## config.mk

```make
export PLATFORM = sky130hd
export DESIGN_NAME = eprt_core
export DESIGN_NICKNAME = d
export VERILOG_FILES = /design/src/eprt_core.v
export VERILOG_INCLUDE_DIRS = /design/src /design/src/common
export SDC_FILE = /design/constraint.sdc
export NUM_CORES = 1
export LEC_CHECK = 0
export BUFFER_PORTS_ARGS = -buffer_cell sky130_fd_sc_hd__buf_4
export CELL_PAD_IN_SITES_DETAIL_PLACEMENT = 0
export CELL_PAD_IN_SITES_GLOBAL_PLACEMENT = 1
export CORE_UTILIZATION = 50
export CTS_CLUSTER_SIZE = 8
export DETAILED_ROUTE_END_ITERATION = 12
export PLACE_DENSITY_LB_ADDON = 0.1
export SYNTH_ARGS = -nofsm -noshare
export SYNTH_HDL_FRONTEND = slang
export SYNTH_SLANG_ARGS = --single-unit
export TNS_END_PERCENT = 100
```

## constraint.sdc

```tcl
create_clock -name pclk -period 4.42 [get_ports pclk]
set_input_delay 0.221 -clock pclk [delete_from_list [all_inputs] [get_ports pclk]]
set_output_delay 0.221 -clock pclk [all_outputs]
set_load 0.05 [all_outputs]
```

## src/common/eprt_defines.vh

```
`ifndef EPRT_DEFINES_VH
`define EPRT_DEFINES_VH

// Register byte offsets
`define EPRT_OFF_CTRL 8'h00
`define EPRT_OFF_LEAF 8'h04
`define EPRT_OFF_OPLO 8'h08
`define EPRT_OFF_OPHI 8'h0C
`define EPRT_OFF_MODE 8'h10
`define EPRT_OFF_SEGLIM 8'h14
`define EPRT_OFF_ATTR 8'h18
`define EPRT_OFF_VMAP 8'h1C
`define EPRT_OFF_BASE 8'h20
`define EPRT_OFF_RESULT 8'h24
`define EPRT_OFF_FLAGS 8'h28
`define EPRT_OFF_FAULT 8'h2C
`define EPRT_OFF_FADDR_LO 8'h30
`define EPRT_OFF_FADDR_HI 8'h34
`define EPRT_OFF_GPA 8'h38
`define EPRT_OFF_TRKCNT 8'h3C
`define EPRT_OFF_IRQ_STAT 8'h40
`define EPRT_OFF_IRQ_MASK 8'h44

// Leaf selector codes
`define EPRT_LEAF_REMOVE 32'h0000_0003
`define EPRT_LEAF_TRACK 32'h0000_000C

// Page types (3-bit field of ATTR)
`define EPRT_PT_CONTROL 3'h0
`define EPRT_PT_THREAD 3'h1
`define EPRT_PT_REGULAR 3'h2
`define EPRT_PT_VERSION 3'h3
`define EPRT_PT_TRIMMED 3'h4

// MODE field positions
`define EPRT_MODE_LONG 0
`define EPRT_MODE_GUEST 1
`define EPRT_MODE_VIRT 2
`define EPRT_MODE_CPL_LO 3

// ATTR field positions
`define EPRT_ATTR_MODIFIED 3
`define EPRT_ATTR_CHILD 4
`define EPRT_ATTR_VCHILD 5
`define EPRT_ATTR_ACTIVE 6
`define EPRT_ATTR_TRACKING 7
`define EPRT_ATTR_CONFLICT 8
`define EPRT_ATTR_TRK_CONFLICT 9

// Outcome kinds in FAULT[1:0]
`define EPRT_OUT_NONE 2'h0
`define EPRT_OUT_GP 2'h1
`define EPRT_OUT_PF 2'h2
`define EPRT_OUT_EXIT 2'h3

// Result and exit codes
`define EPRT_RES_OK 32'h0000_0000
`define EPRT_ERR_CHILD 32'h0000_0001
`define EPRT_ERR_ACTIVE 32'h0000_0002
`define EPRT_ERR_PREV_TRK 32'h0000_0011
`define EPRT_EXIT_CONFLICT 8'h01
`define EPRT_QUAL_PAGE 8'h01
`define EPRT_EXIT_ERROR 4'h0

// Interrupt status bits
`define EPRT_IRQ_DONE 0
`define EPRT_IRQ_FAULT 1
`define EPRT_IRQ_REMOVED 2
`define EPRT_IRQ_TRACK 3

// Reset values
`define EPRT_RST_MODE 32'h0000_0001
`define EPRT_RST_VMAP 32'h0000_0000

`endif

```

## src/eprt_core.v

```verilog
`timescale 1ns/1ps
`include "eprt_defines.vh"

module eprt_core (
    // Clock and reset
    input wire pclk,
    input wire presetn,
    // APB slave
    input wire psel,
    input wire penable,
    input wire pwrite,
    input wire [7:0] paddr,
    input wire [31:0] pwdata,
    output wire pready,
    output wire pslverr,
    output reg [31:0] prdata,
    // Interrupt
    output wire irq
);

    reg [31:0] leaf_q;
    reg [31:0] op_lo_q;
    reg [31:0] op_hi_q;
    reg [31:0] mode_q;
    reg [31:0] seglim_q;
    reg [31:0] attr_q;
    reg [31:0] vmap_q;
    reg [31:0] base_q;
    reg [31:0] result_q;
    reg [5:0] flags_q;
    reg [31:0] fault_q;
    reg [31:0] faddr_lo_q;
    reg [31:0] faddr_hi_q;
    reg [31:0] gpa_q;
    reg [31:0] trkcnt_q;
    reg [3:0] irq_stat_q;
    reg [3:0] irq_mask_q;
    reg start_q;

    wire wr_en = psel & penable & pwrite;
    wire rd_en = psel & penable & ~pwrite;
    reg addr_ok;

    // Single-cycle slave: every access completes in its first access cycle
    assign pready = 1'b1;
    assign pslverr = psel & penable & ~addr_ok;
    assign irq = |(irq_stat_q & irq_mask_q);

    // Decode of operand and context
    wire [63:0] op_addr = {op_hi_q, op_lo_q};
    wire long_mode = mode_q[`EPRT_MODE_LONG];
    wire guest_virt = mode_q[`EPRT_MODE_GUEST] & mode_q[`EPRT_MODE_VIRT];
    wire [1:0] cpl = mode_q[`EPRT_MODE_CPL_LO+1:`EPRT_MODE_CPL_LO];
    wire [2:0] ptype = attr_q[2:0];
    wire modified = attr_q[`EPRT_ATTR_MODIFIED];
    wire [51:0] page_num = op_addr[63:12];
    wire [51:0] page_off = page_num - {20'h0_0000, base_q};
    wire resident = (page_off[51:5] == 47'h0);
    wire [4:0] pidx = page_off[4:0];
    wire page_valid = vmap_q[pidx];
    wire trim_clean = (ptype == `EPRT_PT_TRIMMED) & ~modified;

    // Canonical in 64-bit mode, inside segment limit in 32-bit mode
    wire canon_bad = long_mode & ~((&op_addr[63:47]) | ~(|op_addr[63:47]));
    wire limit_bad = ~long_mode & (op_lo_q > seglim_q);

    // Execution outcome, evaluated in the start cycle
    reg [1:0] out_kind;
    reg [31:0] res_d;
    reg zf_d;
    reg clear_d;
    reg track_d;
    reg [7:0] qual_d;
    reg [7:0] reason_d;

    always @* begin
        out_kind = `EPRT_OUT_NONE;
        res_d = `EPRT_RES_OK;
        zf_d = 1'b0;
        clear_d = 1'b0;
        track_d = 1'b0;
        qual_d = 8'h00;
        reason_d = 8'h00;
        if (leaf_q != `EPRT_LEAF_REMOVE && leaf_q != `EPRT_LEAF_TRACK) begin
            out_kind = `EPRT_OUT_GP;
        end else if (cpl != 2'h0) begin
            out_kind = `EPRT_OUT_GP;
        end else if (canon_bad | limit_bad) begin
            out_kind = `EPRT_OUT_GP;
        end else if (op_addr[11:0] != 12'h000) begin
            out_kind = `EPRT_OUT_GP;
        end else if (~resident) begin
            out_kind = `EPRT_OUT_PF;
        end else if (leaf_q == `EPRT_LEAF_REMOVE) begin
            // Only a same-page user counts: accept, add and tracking groups never block
            if (attr_q[`EPRT_ATTR_CONFLICT]) begin
                if (guest_virt) begin
                    out_kind = `EPRT_OUT_EXIT;
                    reason_d = `EPRT_EXIT_CONFLICT;
                    qual_d = `EPRT_QUAL_PAGE;
                end else begin
                    out_kind = `EPRT_OUT_GP;
                end
            end else if (~page_valid) begin
                res_d = `EPRT_RES_OK;
            end else if (trim_clean | (ptype == `EPRT_PT_VERSION)) begin
                clear_d = 1'b1;
            end else if (ptype == `EPRT_PT_CONTROL) begin
                if (attr_q[`EPRT_ATTR_CHILD]) begin
                    zf_d = 1'b1;
                    res_d = `EPRT_ERR_CHILD;
                end else if (guest_virt & attr_q[`EPRT_ATTR_VCHILD]) begin
                    zf_d = 1'b1;
                    res_d = `EPRT_ERR_CHILD;
                end else begin
                    clear_d = 1'b1;
                end
            end else if (attr_q[`EPRT_ATTR_ACTIVE]) begin
                zf_d = 1'b1;
                res_d = `EPRT_ERR_ACTIVE;
            end else if (ptype == `EPRT_PT_REGULAR || ptype == `EPRT_PT_THREAD ||
                         ptype == `EPRT_PT_TRIMMED) begin
                clear_d = 1'b1;
            end
        end else begin
            // Shared access: only another tracking user on this page conflicts
            if (attr_q[`EPRT_ATTR_TRK_CONFLICT]) begin
                out_kind = `EPRT_OUT_GP;
            end else if (~page_valid || ptype != `EPRT_PT_CONTROL) begin
                out_kind = `EPRT_OUT_PF;
            end else if (attr_q[`EPRT_ATTR_TRACKING]) begin
                zf_d = 1'b1;
                res_d = `EPRT_ERR_PREV_TRK;
            end else begin
                track_d = 1'b1;
            end
        end
    end

    // Register read decode
    always @* begin
        addr_ok = 1'b1;
        prdata = 32'h0000_0000;
        case (paddr)
            `EPRT_OFF_CTRL: prdata = 32'h0000_0000;
            `EPRT_OFF_LEAF: prdata = leaf_q;
            `EPRT_OFF_OPLO: prdata = op_lo_q;
            `EPRT_OFF_OPHI: prdata = op_hi_q;
            `EPRT_OFF_MODE: prdata = mode_q;
            `EPRT_OFF_SEGLIM: prdata = seglim_q;
            `EPRT_OFF_ATTR: prdata = attr_q;
            `EPRT_OFF_VMAP: prdata = vmap_q;
            `EPRT_OFF_BASE: prdata = base_q;
            `EPRT_OFF_RESULT: prdata = result_q;
            `EPRT_OFF_FLAGS: prdata = {26'h000_0000, flags_q};
            `EPRT_OFF_FAULT: prdata = fault_q;
            `EPRT_OFF_FADDR_LO: prdata = faddr_lo_q;
            `EPRT_OFF_FADDR_HI: prdata = faddr_hi_q;
            `EPRT_OFF_GPA: prdata = gpa_q;
            `EPRT_OFF_TRKCNT: prdata = trkcnt_q;
            `EPRT_OFF_IRQ_STAT: prdata = {28'h000_0000, irq_stat_q};
            `EPRT_OFF_IRQ_MASK: prdata = {28'h000_0000, irq_mask_q};
            default: addr_ok = 1'b0;
        endcase
        if (~rd_en) begin
            prdata = 32'h0000_0000;
        end
    end

    // Software-written context and start pulse
    always @(posedge pclk or negedge presetn) begin
        if (!presetn) begin
            leaf_q <= 32'h0000_0000;
            op_lo_q <= 32'h0000_0000;
            op_hi_q <= 32'h0000_0000;
            mode_q <= `EPRT_RST_MODE;
            seglim_q <= 32'h0000_0000;
            attr_q <= 32'h0000_0000;
            base_q <= 32'h0000_0000;
            gpa_q <= 32'h0000_0000;
            irq_mask_q <= 4'h0;
            start_q <= 1'b0;
        end else begin
            start_q <= wr_en & (paddr == `EPRT_OFF_CTRL) & pwdata[0];
            if (wr_en) begin
                case (paddr)
                    `EPRT_OFF_LEAF: leaf_q <= pwdata;
                    `EPRT_OFF_OPLO: op_lo_q <= pwdata;
                    `EPRT_OFF_OPHI: op_hi_q <= pwdata;
                    `EPRT_OFF_MODE: mode_q <= {27'h000_0000, pwdata[4:0]};
                    `EPRT_OFF_SEGLIM: seglim_q <= pwdata;
                    `EPRT_OFF_ATTR: attr_q <= {22'h00_0000, pwdata[9:0]};
                    `EPRT_OFF_BASE: base_q <= pwdata;
                    `EPRT_OFF_GPA: gpa_q <= pwdata;
                    `EPRT_OFF_IRQ_MASK: irq_mask_q <= pwdata[3:0];
                    // Control and status words are handled elsewhere; the start pulse must survive
                    default: ;
                endcase
            end
        end
    end

    // Valid map: the hardware clear lands after any software write in the same cycle
    always @(posedge pclk or negedge presetn) begin
        if (!presetn) begin
            vmap_q <= `EPRT_RST_VMAP;
        end else begin
            if (wr_en && paddr == `EPRT_OFF_VMAP) begin
                vmap_q <= pwdata;
            end
            if (start_q && out_kind == `EPRT_OUT_NONE && clear_d) begin
                vmap_q[pidx] <= 1'b0;
            end
        end
    end

    // Results; faults leave result and flags untouched
    always @(posedge pclk or negedge presetn) begin
        if (!presetn) begin
            result_q <= 32'h0000_0000;
            flags_q <= 6'h00;
            fault_q <= 32'h0000_0000;
            faddr_lo_q <= 32'h0000_0000;
            faddr_hi_q <= 32'h0000_0000;
            trkcnt_q <= 32'h0000_0000;
        end else if (start_q) begin
            fault_q <= {8'h00, qual_d, reason_d, `EPRT_EXIT_ERROR, 2'h0, out_kind};
            faddr_lo_q <= (out_kind == `EPRT_OUT_NONE) ? 32'h0000_0000 : op_lo_q;
            faddr_hi_q <= (out_kind == `EPRT_OUT_NONE) ? 32'h0000_0000 : op_hi_q;
            if (out_kind == `EPRT_OUT_NONE) begin
                result_q <= res_d;
                flags_q <= {5'h00, zf_d};
                if (track_d) begin
                    trkcnt_q <= trkcnt_q + 32'h0000_0001;
                end
            end
        end
    end

    // Sticky interrupt status; a new event beats a write-one clear
    wire [3:0] ev;
    assign ev[`EPRT_IRQ_DONE] = start_q & (out_kind == `EPRT_OUT_NONE);
    assign ev[`EPRT_IRQ_FAULT] = start_q & (out_kind != `EPRT_OUT_NONE);
    assign ev[`EPRT_IRQ_REMOVED] = start_q & (out_kind == `EPRT_OUT_NONE) & clear_d;
    assign ev[`EPRT_IRQ_TRACK] = start_q & (out_kind == `EPRT_OUT_NONE) & track_d;
    wire [3:0] w1c = (wr_en && paddr == `EPRT_OFF_IRQ_STAT) ? pwdata[3:0] : 4'h0;

    always @(posedge pclk or negedge presetn) begin
        if (!presetn) begin
            irq_stat_q <= 4'h0;
        end else begin
            irq_stat_q <= (irq_stat_q & ~w1c) | ev;
        end
    end

endmodule

```

# Yosys cells after proc, flatten, opt, wreduce, memory -nomap -nowiden
# Cells that the tools add are included.
# word_totals
register_bits	395
input_bits	45
wordCells	195
# op_classes
add_sub_neg	2
n_lt_le_gt_ge	3
n_eq_ne	24
muxes	85
bitwise_logic	31
n_reduce_logical	32
# op_table
cell	n
case mux 32 bit (17 select lines)	1
two-way mux 32 bit	15
== test 8 x 6 -> 1 bit, second input constant	8
two-way mux 1 bit	52
subtractor 52 x 32 -> 52 bit	1
zero test 47 bit	1
adder 32 x 1 -> 32 bit, second input constant	1
AND 32 bit	1
== test 32 x 2 -> 1 bit, second input constant	1
== test 8 x 5 -> 1 bit, second input constant	4
greater-than comparator 32 bit	1
inequality test 32 x 2 -> 1 bit, second input constant	1
inequality test 32 x 4 -> 1 bit, second input constant	1
NOT 32 bit	1
two-way mux 2 bit	11
AND reduction 2 bit	10
OR reduction 18 bit	1
AND reduction 17 bit	1
OR reduction 17 bit	1
== test 8 x 4 -> 1 bit, second input constant	2
== test 8 x 7 -> 1 bit, second input constant	2
AND 1 bit	15
two-way mux 5 bit	3
nonzero test 12 bit	1
other kinds (23)	41

# Logic depth before layout (Yosys ltp)
# Gate-level depths: netlist of the first run.
# depth
depth_word	17
mapped_depth	17
ltp_nobuf	14

# Least setup slack after synthesis of the first run
# OpenSTA, ideal clock, no wires.
# synth_path
path_kind	reg-to-reg
start	register op_lo_q[12]
end	register trkcnt_q[24]
setup_ns	0.138
arrival_ns	3.616
slack_ns	0.666
path_stages_with_launch	16
path_buffers	2
synth_period_minus_slack_ns	3.754
path_cell_list	dfrtp_1 > inv_1 > ha_1 > inv_1 > fa_1 > buf_1 > mux4_2 > nor2b_1 > a221oi_1 > a211oi_1 > o311ai_0 > nor4_1 > nand4_1 > clkbuf_1 > nor4_1 > xor2_1
# synth_between
elab_chain_cells	15
word_cells_on_any_way	27
# synth_lines
element	line_no	rtl
start: declaration	eprt_core.v:22	reg [31:0] op_lo_q;
start signal: assignment	eprt_core.v:188	`EPRT_OFF_OPLO: op_lo_q <= pwdata;
subtractor 52 x 32 -> 52 bit	eprt_core.v:57	wire [51:0] page_off = page_num - {20'h0_0000, base_q};
binary-select mux 1 bit (select 5 bit)	eprt_core.v:60	wire page_valid = vmap_q[pidx];
two-way mux 1 bit (implied by the code)	eprt_core.v:60	
NOT 1 bit	eprt_core.v:129	end else if (~page_valid || ptype != `EPRT_PT_CONTROL) begin
logical OR 1 bit (no source line)	-	
two-way mux 2 bit	eprt_core.v:129	
two-way mux 2 bit	eprt_core.v:127	if (attr_q[`EPRT_ATTR_TRK_CONFLICT]) begin
two-way mux 2 bit	eprt_core.v:94	end else if (leaf_q == `EPRT_LEAF_REMOVE) begin
two-way mux 2 bit	eprt_core.v:92	end else if (~resident) begin
two-way mux 2 bit	eprt_core.v:90	end else if (op_addr[11:0] != 12'h000) begin
two-way mux 2 bit	eprt_core.v:88	end else if (canon_bad | limit_bad) begin
two-way mux 2 bit	eprt_core.v:86	end else if (cpl != 2'h0) begin
two-way mux 2 bit	eprt_core.v:84	if (leaf_q != `EPRT_LEAF_REMOVE && leaf_q != `EPRT_LEAF_TRACK) begin
zero test 2 bit (no source line)	-	
AND reduction 3 bit (no source line) *	-	
end signal: assignment	eprt_core.v:234	trkcnt_q <= trkcnt_q + 32'h0000_0001;
end: declaration	eprt_core.v:35	reg [31:0] trkcnt_q;
# Mark *: on every way between the ends. The rest lies on a longest branch, timed or not. The select of a mux whose other input is x is not followed.
# A chain may end at the register's enable or synchronous reset.

# Worst setup path after layout of the first run
# layout_path
start	register op_lo_q[15]
end	register result_q[0]
# layout_between
elab_chain_cells	15
word_cells_on_any_way	29
# layout_lines
element	line_no	rtl
subtractor 52 x 32 -> 52 bit	eprt_core.v:57	
binary-select mux 1 bit (select 5 bit)	eprt_core.v:60	
two-way mux 1 bit (implied by the code)	eprt_core.v:60	
NOT 1 bit	eprt_core.v:129	
logical OR 1 bit (no source line)	-	
two-way mux 2 bit	eprt_core.v:129	
two-way mux 2 bit	eprt_core.v:127	
two-way mux 2 bit	eprt_core.v:94	
two-way mux 2 bit	eprt_core.v:92	
two-way mux 2 bit	eprt_core.v:90	
two-way mux 2 bit	eprt_core.v:88	
two-way mux 2 bit	eprt_core.v:86	
two-way mux 2 bit	eprt_core.v:84	
zero test 2 bit (no source line)	-	
AND reduction 2 bit (no source line)	-	
end signal: assignment	eprt_core.v:231	result_q <= res_d;
end: declaration	eprt_core.v:29	reg [31:0] result_q;
# Several ways; a longest one is shown, not always the timed one. The select of a mux whose other input is x is not followed.

==> results of run 1 <==
repair_timing:
action                                  CTS  global route
hold buffers                             33             0
gates cloned                              0             1
pin swaps                                 4            17
setup buffers                             2            12
endpoints found under the setup margin  107           105
hold endpoints to repair                308             0
gates resized for setup                  20            99
final cells by class:
cell class                      instances  area (sq um)
Clock inverter                          5           104
Multi-Input combinational cell       1456         11900
Clock buffer                           60          1290
Tap cell                              532           666
Inverter                               82           308
Fill cell                            3442         15400
Timing Repair Buffer                  329          2660
Sequential cell                       351          8800
cells in the final DEF, fill, tap and decap left out, drive strengths merged, types with 8 or more instances in the layout:
| cell | synthesis | routed |
|---|---|---|
| dfrtp | 350 | 350 |
| buf | 49 | 295 |
| mux2 | 251 | 251 |
| nand2 | 127 | 127 |
| nor2 | 118 | 118 |
| a22oi | 112 | 112 |
| inv | 82 | 82 |
| mux2i | 74 | 74 |
| ha | 65 | 65 |
| clkbuf | 92 | 61 |
| a21oi | 59 | 59 |
| o21ai | 55 | 55 |
| nand4 | 48 | 48 |
| nor4 | 46 | 46 |
| a221oi | 43 | 43 |
| a31oi | 40 | 40 |
| nand3 | 39 | 39 |
| nor3 | 39 | 39 |
| a41oi | 37 | 37 |
| xor2 | 36 | 36 |
| dlygate4sd3 | 0 | 33 |
| and3 | 23 | 23 |
| o21a | 20 | 20 |
| a22o | 18 | 18 |
| and2 | 14 | 14 |
| and4 | 11 | 11 |
| a211oi | 11 | 11 |
| o211ai | 10 | 10 |
| or3 | 8 | 8 |
| a21o | 8 | 8 |
| mux4 | 8 | 8 |
| or4 | 8 | 8 |
cell usage after synthesis (37+ instances only):
| library cell | instances |
|---|---|
| a31oi_1 | 40 |
| a221oi_1 | 42 |
| o21ai_0 | 43 |
| ha_1 | 65 |
| dfrtp_1 | 350 |
| a21oi_1 | 57 |
| mux2_2 | 247 |
| nand2_1 | 127 |
| nor4_1 | 44 |
| inv_1 | 82 |
| a41oi_1 | 37 |
| nand3_1 | 39 |
| clkbuf_1 | 92 |
| nor3_1 | 37 |
| nand4_1 | 48 |
| a22oi_1 | 112 |
| mux2i_1 | 74 |
| nor2_1 | 118 |
power breakdown:
| part | switching (uW) | total (uW) | internal [uW] |
|---|---|---|---|
| combinational | 832 | 1390 | 560 |
| sequential | 44.4 | 3300 | 3250 |
| clock | 1480 | 3520 | 2040 |
sequential cells by signal (all words and copies together), names as in the netlist:
signal,cells
base_q,32
faddr_hi_q,32
faddr_lo_q,32
gpa_q,32
leaf_q,32
op_hi_q,32
op_lo_q,32
seglim_q,32
trkcnt_q,32
vmap_q,32
attr_q,10
mode_q,5
irq_mask_q,4
irq_stat_q,4
fault_q,3
result_q,3
flags_q,1
start_q,1
cell families (layout without fill, tap and decap cells):
logic type	count (synthesis)	after routing	share of synthesized area
flip-flops	351	351	0.419
AND/OR/NAND/NOR	524	524	0.131
adder cells (fa/ha/maj)	66	66	0.0398
multiplexers	333	333	0.179
XOR/XNOR	42	42	0.0176
other	1	1	0.000179
AO/OA/AOI/OAI	490	490	0.171
buffers and inverters	223	476	0.0421
worst reg2reg max path, delay by kind of cell (launching register included):
kind,cells,cell delay [ns]
buffers and inverters,4,0.61
muxes,1,0.32
AOI/OAI and AO/OA,4,0.81
adders and majority gates,1,0.39
and+or+nand+nor,5,1.55
DFF,1,0.44
path summary, 6_finish.rpt:
check,startpoint,to,slack (ns),depth (start not counted)
worst max-delay path,op_lo_q[15],result_q[0],0.13,15
worst min-delay path,presetn,base_q[17],0.22,2
worst max register to register,op_lo_q[15],result_q[0],0.13,15
worst min register to register,trkcnt_q[31],trkcnt_q[31],0.48,1
max in group asynchronous,presetn,op_lo_q[26],3.12,3
min in group pclk,paddr[7],irq_mask_q[1],0.29,5
metrics by stage:
stage | total power (uW) | util | setup slack, ns
after floorplan | 3950 | - | 0.666
after global placement | 4590 | 0.567 | -0.390
after detailed placement | 4590 | 0.567 | -0.321
after CTS | 8130 | 0.611 | 0.00369
after global routing | 8440 | 0.626 | 0.0181
final | 8210 | 0.626 | 0.127
layer usage:
metal  wire length (um)  share of wire  global-route usage  vias up
met3               8700          0.098              0.0994      302
met5                 13        0.00015                   0        -
met2              40100           0.45               0.645     1197
met4               5510          0.062               0.244        2
met1              34300           0.39               0.537     9888
li1                   -              -                   -     8222
==> results.json, run 1 <==
{
  "yosysTopAreaCellShare": 0.418,
  "power_density_mw_per_mm2": 319,
  "drt_first_iter_violations": 2346,
  "clk_latency_ns": 0.63,
  "hold_crit_class": "input port to async pin",
  "grt_start_max_net_pins": 98,
  "synth.yosys.seq_area_share": 0.419,
  "post_route_cells_drive_above_1_share": 0.318,
  "tns_ns": 0,
  "synth_area_leaders": "dfrtp_1 42%, mux2_2 13%, a22oi_1 4.0%, ha_1 3.9%, mux2i_1 3.5%",
  "place_hpwl_mm": 63.7,
  "final_antenna_net_count": 0,
  "max_slew_margin": 0.179,
  "run_status": "finished with violations",
  "antenna_found_initial": 1,
  "fp.dieArea_sq_mm": 0.0427,
  "worst_setup_hold_path_clk_slew_ns": 0.05,
  "worst_ep_required_time_ns": 4.87,
  "vias_in_the_first_global_route": 19400,
  "layout.cell_area.non_filler_sq_mm": 0.0257,
  "synth_enable_flop_cells": 0,
  "num-nets-final": 2381,
  "leakagePower_uw": 0.0123,
  "maximum_cell_stage_delay_along_the_critical_path_ns": 0.62,
  "clkSinkCount": 351,
  "clockRootBuffer": "clkbuf_16",
  "synthToLayoutAreaGrowth_pct": 22.9,
  "total_gr_overflow": 0,
  "timing.critical_path.arrival_ns": 4.75,
  "antenna_cells_inserted": 0,
  "layout.cells.non_filler": 2815,
  "floorplan_row_count": 74,
  "ys_ff_latch": 351,
  "fmax_mhz": 233,
  "fin_hold_ws_ns": 0.216,
  "max-clock-path-buffers": 3,
  "synth.cell_area_sq_mm": 0.0209,
  "clock-skew-final_ns": 0.0622,
  "firstDrtPassIters": 10,
  "violated_checks": "DRC",
  "initial_core_util": 0.509,
  "yosys.cell_types.count": 88,
  "total_via_count_in_the_routed_design": 19600,
  "critical_path.endpoint_type": "register",
  "worst_slew_pin_slew_ns": 1.23,
  "timing.setup.critical_path_class": "register to register",
  "cpMaxStageDelayCell": "or4_4",
  "htree_levels": 2,
  "die_w_um": 207,
  "groute.usage.overall": 0.418,
  "postSynthCellCount": 2030,
  "critical_path_peak_fanout": 6,
  "placedCellCount": 2703,
  "port-buffer-count": 78,
  "drt-total-wl_mm": 88.7,
  "synthArstFlopShare": 1.00,
  "detail_route.drc_violations": 2,
  "post_drt_via_cell_ratio": 6.97,
  "cts_inserted_buffers": 50,
  "timing.critical_path.cells": "ha_1, and2_2, a221oi_4, buf_6, a211oi_4, nor2_2, buf_4, o21ai_0, a32oi_2, nand4_1, or4_4, nor3_4, buf_12, buf_12, mux2_1",
  "kind_of_start_point_of_the_critical_path": "register",
  "wl_per_cell_um": 31.5,
  "synth_ff_type": "dfrtp_1",
  "delay_heaviest_family_cp": "simple AND/OR/NAND/NOR gates",
  "gpl.final_weighted_congestion": 0.962,
  "synthesis.nets": 2141,
  "core_area_sq_mm": 0.0411,
  "placedInstanceArea_sq_mm": 0.0233,
  "cap_violations": 0,
  "finalWorstPathRequiredPeriod_ns": 4.29,
  "timing.final.max_slew_violations": 0,
  "synth_top_area_cell": "dfrtp_1",
  "finalHoldViolations": 0,
  "fp.dieH_um": 207,
  "ir_worst_vdd_mv": 0.298,
  "tritoncts": "done",
  "finalSetupViolations": 0,
  "postSynthAreaPerCell_sq_um": 10.3,
  "yosysWarningCount": 0,
  "fin_crit_sh": 0.971,
  "worst_path_most_repeated_cell": "buf_12",
  "io_pins": 80,
  "grt_pass1_wl_mm": 129,
  "setup_repair_after_global_routing_missed_its_margin": "no",
  "critical_path.n_buffers_inverters": 4
}
Note: power is estimated with default switching activity, not from simulation.
==> run 2, diff against run 1 <==
Settings changed: CORE_ASPECT_RATIO set to 1.75.
==> run 2 against run 1 <==
  * The run now ends clean
  * Cell area grew 1.2%
  * First-iteration DRC count shrank 5.2%
  * Register-to-register slack lost 0.05 ns
  * Critical path depth shrank 2
  * Die area is essentially flat
  * Utilization grew 0.80 points
  * Largest cell class unchanged
  * Largest power group unchanged
==> results.json, run 2 (synthesis gave the netlist of run 1 again) <==
{
  "final_antenna_net_count": 0,
  "core_area_sq_mm": 0.0411,
  "vias_in_the_first_global_route": 21200,
  "grt_start_max_net_pins": 104,
  "io_pins": 80,
  "worst_slew_pin_slew_ns": 1.27,
  "ir_worst_vdd_mv": 0.366,
  "hold_crit_class": "input port to register",
  "leakagePower_uw": 0.0125,
  "clk_latency_ns": 0.59,
  "wl_per_cell_um": 35.3,
  "die_w_um": 157,
  "total_power_uw": 8500,
  "total_gr_overflow": 0,
  "cap_violations": 0,
  "drt_first_iter_violations": 2224,
  "timing.final.max_slew_violations": 0,
  "most_common_cell_after_layout_fill_and_taps_aside": "buf_4",
  "clockRootBuffer": "clkbuf_16",
  "grt_pass1_wl_mm": 149,
  "fin_crit_sh": 0.983,
  "finalSetupViolations": 0,
  "antenna_found_initial": 6,
  "critical_path_peak_fanout": 16,
  "total_via_count_in_the_routed_design": 20600,
  "timing.setup.critical_path_class": "register to register",
  "fin_hold_ws_ns": 0.0119,
  "power_density_mw_per_mm2": 326,
  "fp.dieArea_sq_mm": 0.0427,
  "tns_ns": 0,
  "finalWorstPathRequiredPeriod_ns": 4.35,
  "run_status": "completed",
  "firstDrtPassIters": 8,
  "fp.dieH_um": 273,
  "groute.usage.overall": 0.495,
  "htree_levels": 2,
  "num-nets-final": 2442,
  "layout_common_cells": "355 x buf_4, 341 x dfrtp_1, 246 x mux2_2, 118 x nand2_1, 112 x a22oi_1",
  "kind_of_start_point_of_the_critical_path": "register",
  "multi_input_comb_area_sq_mm": 0.0117,
  "worst_ep_required_time_ns": 4.91,
  "tritoncts": "done",
  "gpl.final_weighted_congestion": 1.10,
  "fmax_mhz": 230,
  "floorplan_row_count": 98,
  "detail_route.drc_violations": 0,
  "post_route_cells_drive_above_1_share": 0.338,
  "regArea_sq_mm": 0.00880,
  "post_drt_via_cell_ratio": 7.12,
  "drt-total-wl_mm": 102,
  "max_slew_margin": 0.150,
  "initial_core_util": 0.510,
  "critical_path.endpoint_type": "register",
  "clock-skew-final_ns": 0.0289,
  "worst_setup_hold_path_clk_slew_ns": 0.05,
  "layout.filler_cells": 3381,
  "port-buffer-count": 78,
  "place_hpwl_mm": 74.7,
  "max-clock-path-buffers": 3,
  "finalHoldViolations": 0,
  "timing.critical_path.arrival_ns": 4.84,
  "synthToLayoutAreaGrowth_pct": 24.4,
  "cts_inserted_buffers": 49,
  "clkSinkCount": 351
}
-- run 2: cell types whose count changed in the layout (fill, tap and decap cells not counted), moves of 4 or more --
| cell | change |
|---|---|
| a21oi_2 | +5 |
| a21oi_4 | -7 |
| buf_12 | +6 |
| buf_4 | +69 |
| diode_2 | +5 |
| dlygate4sd3_1 | -15 |
| ha_1 | +10 |
| ha_4 | -9 |
| nand2_1 | -5 |
| nand2_2 | +4 |
| nor4_1 | -4 |
| nor4_2 | +5 |
-- run 2: worst paths after layout --
check / start / endpoint / slack (ns) / depth (start not counted)
min reg2reg: gpa_q[2] / gpa_q[2] / 0.50 / 1
max reg2reg: op_lo_q[25] / trkcnt_q[25] / 0.07 / 13
max: op_lo_q[25] / trkcnt_q[25] / 0.07 / 13
min in group asynchronous: presetn / faddr_lo_q[0] / 0.31 / 2
min: pwdata[2] / seglim_q[2] / 0.01 / 2
max in group asynchronous: presetn / base_q[18] / 2.91 / 3
-- run 2: worst max-delay path: stages (launching register included) --
cell      delay, ns
dfrtp_1        0.78
buf_4          0.26
ha_1           0.25
a21o_1         0.16
a21o_1         0.17
a211o_1        0.29
o211ai_1       0.12
a21oi_1        0.34
o31a_1         0.46
nor4_1         0.53
nand4_1        0.17
buf_4          0.24
nor4_1         0.32
xor2_1         0.17
-- run 2: cell type report --
cell class              instances  share of cell area
multi-input cells            1456               0.451
clock inverters                 2             0.00139
repair buffers                391               0.122
inverters                      82              0.0120
clock buffers                  63              0.0499
well taps                     550              0.0264
diodes                          5            0.000480
flip-flops and latches        351               0.338
-- run 2: per-stage QoR --
stage | instance area [sq um] | worst slack [ns] | utilization | cells
floorplan | 20900 | 0.666 | - | 2030
CTS | 25600 | 0.0194 | 0.623 | 2888
global route | 26000 | -0.0456 | 0.634 | 2895
detailed placement | 24000 | -0.230 | 0.585 | 2803
global placement | 24000 | -0.361 | 0.585 | 2803
finish | 26100 | 0.0738 | 0.634 | 2900
-- run 2: layer usage --
metal / track usage / up-vias / share of wire
li1: - / 8352 / -
met1: 0.465 / 10100 / 0.29
met2: 0.792 / 1467 / 0.47
met3: 0.171 / 714 / 0.096
met4: 0.552 / 4 / 0.15
met5: 0 / - / 0.00026
-- run 2: what timing repair did --
| action | in CTS | in global routing |
|---|---|---|
| gates cloned | 0 | 1 |
| setup buffers | 2 | 5 |
| pin swaps | 1 | 13 |
| hold buffers | 18 | 0 |
| gates resized for setup | 13 | 84 |
| endpoints found under the setup margin | 105 | 108 |
| hold endpoints to repair | 195 | 0 |
-- run 2: report_power, final --
group          internal, uW  leakage (uW)  switching (uW)
Combinational           703       0.00703            1050
Clock                  2020      0.000648            1420
Sequential             3250       0.00487            45.7
Total                  5980        0.0125            2520
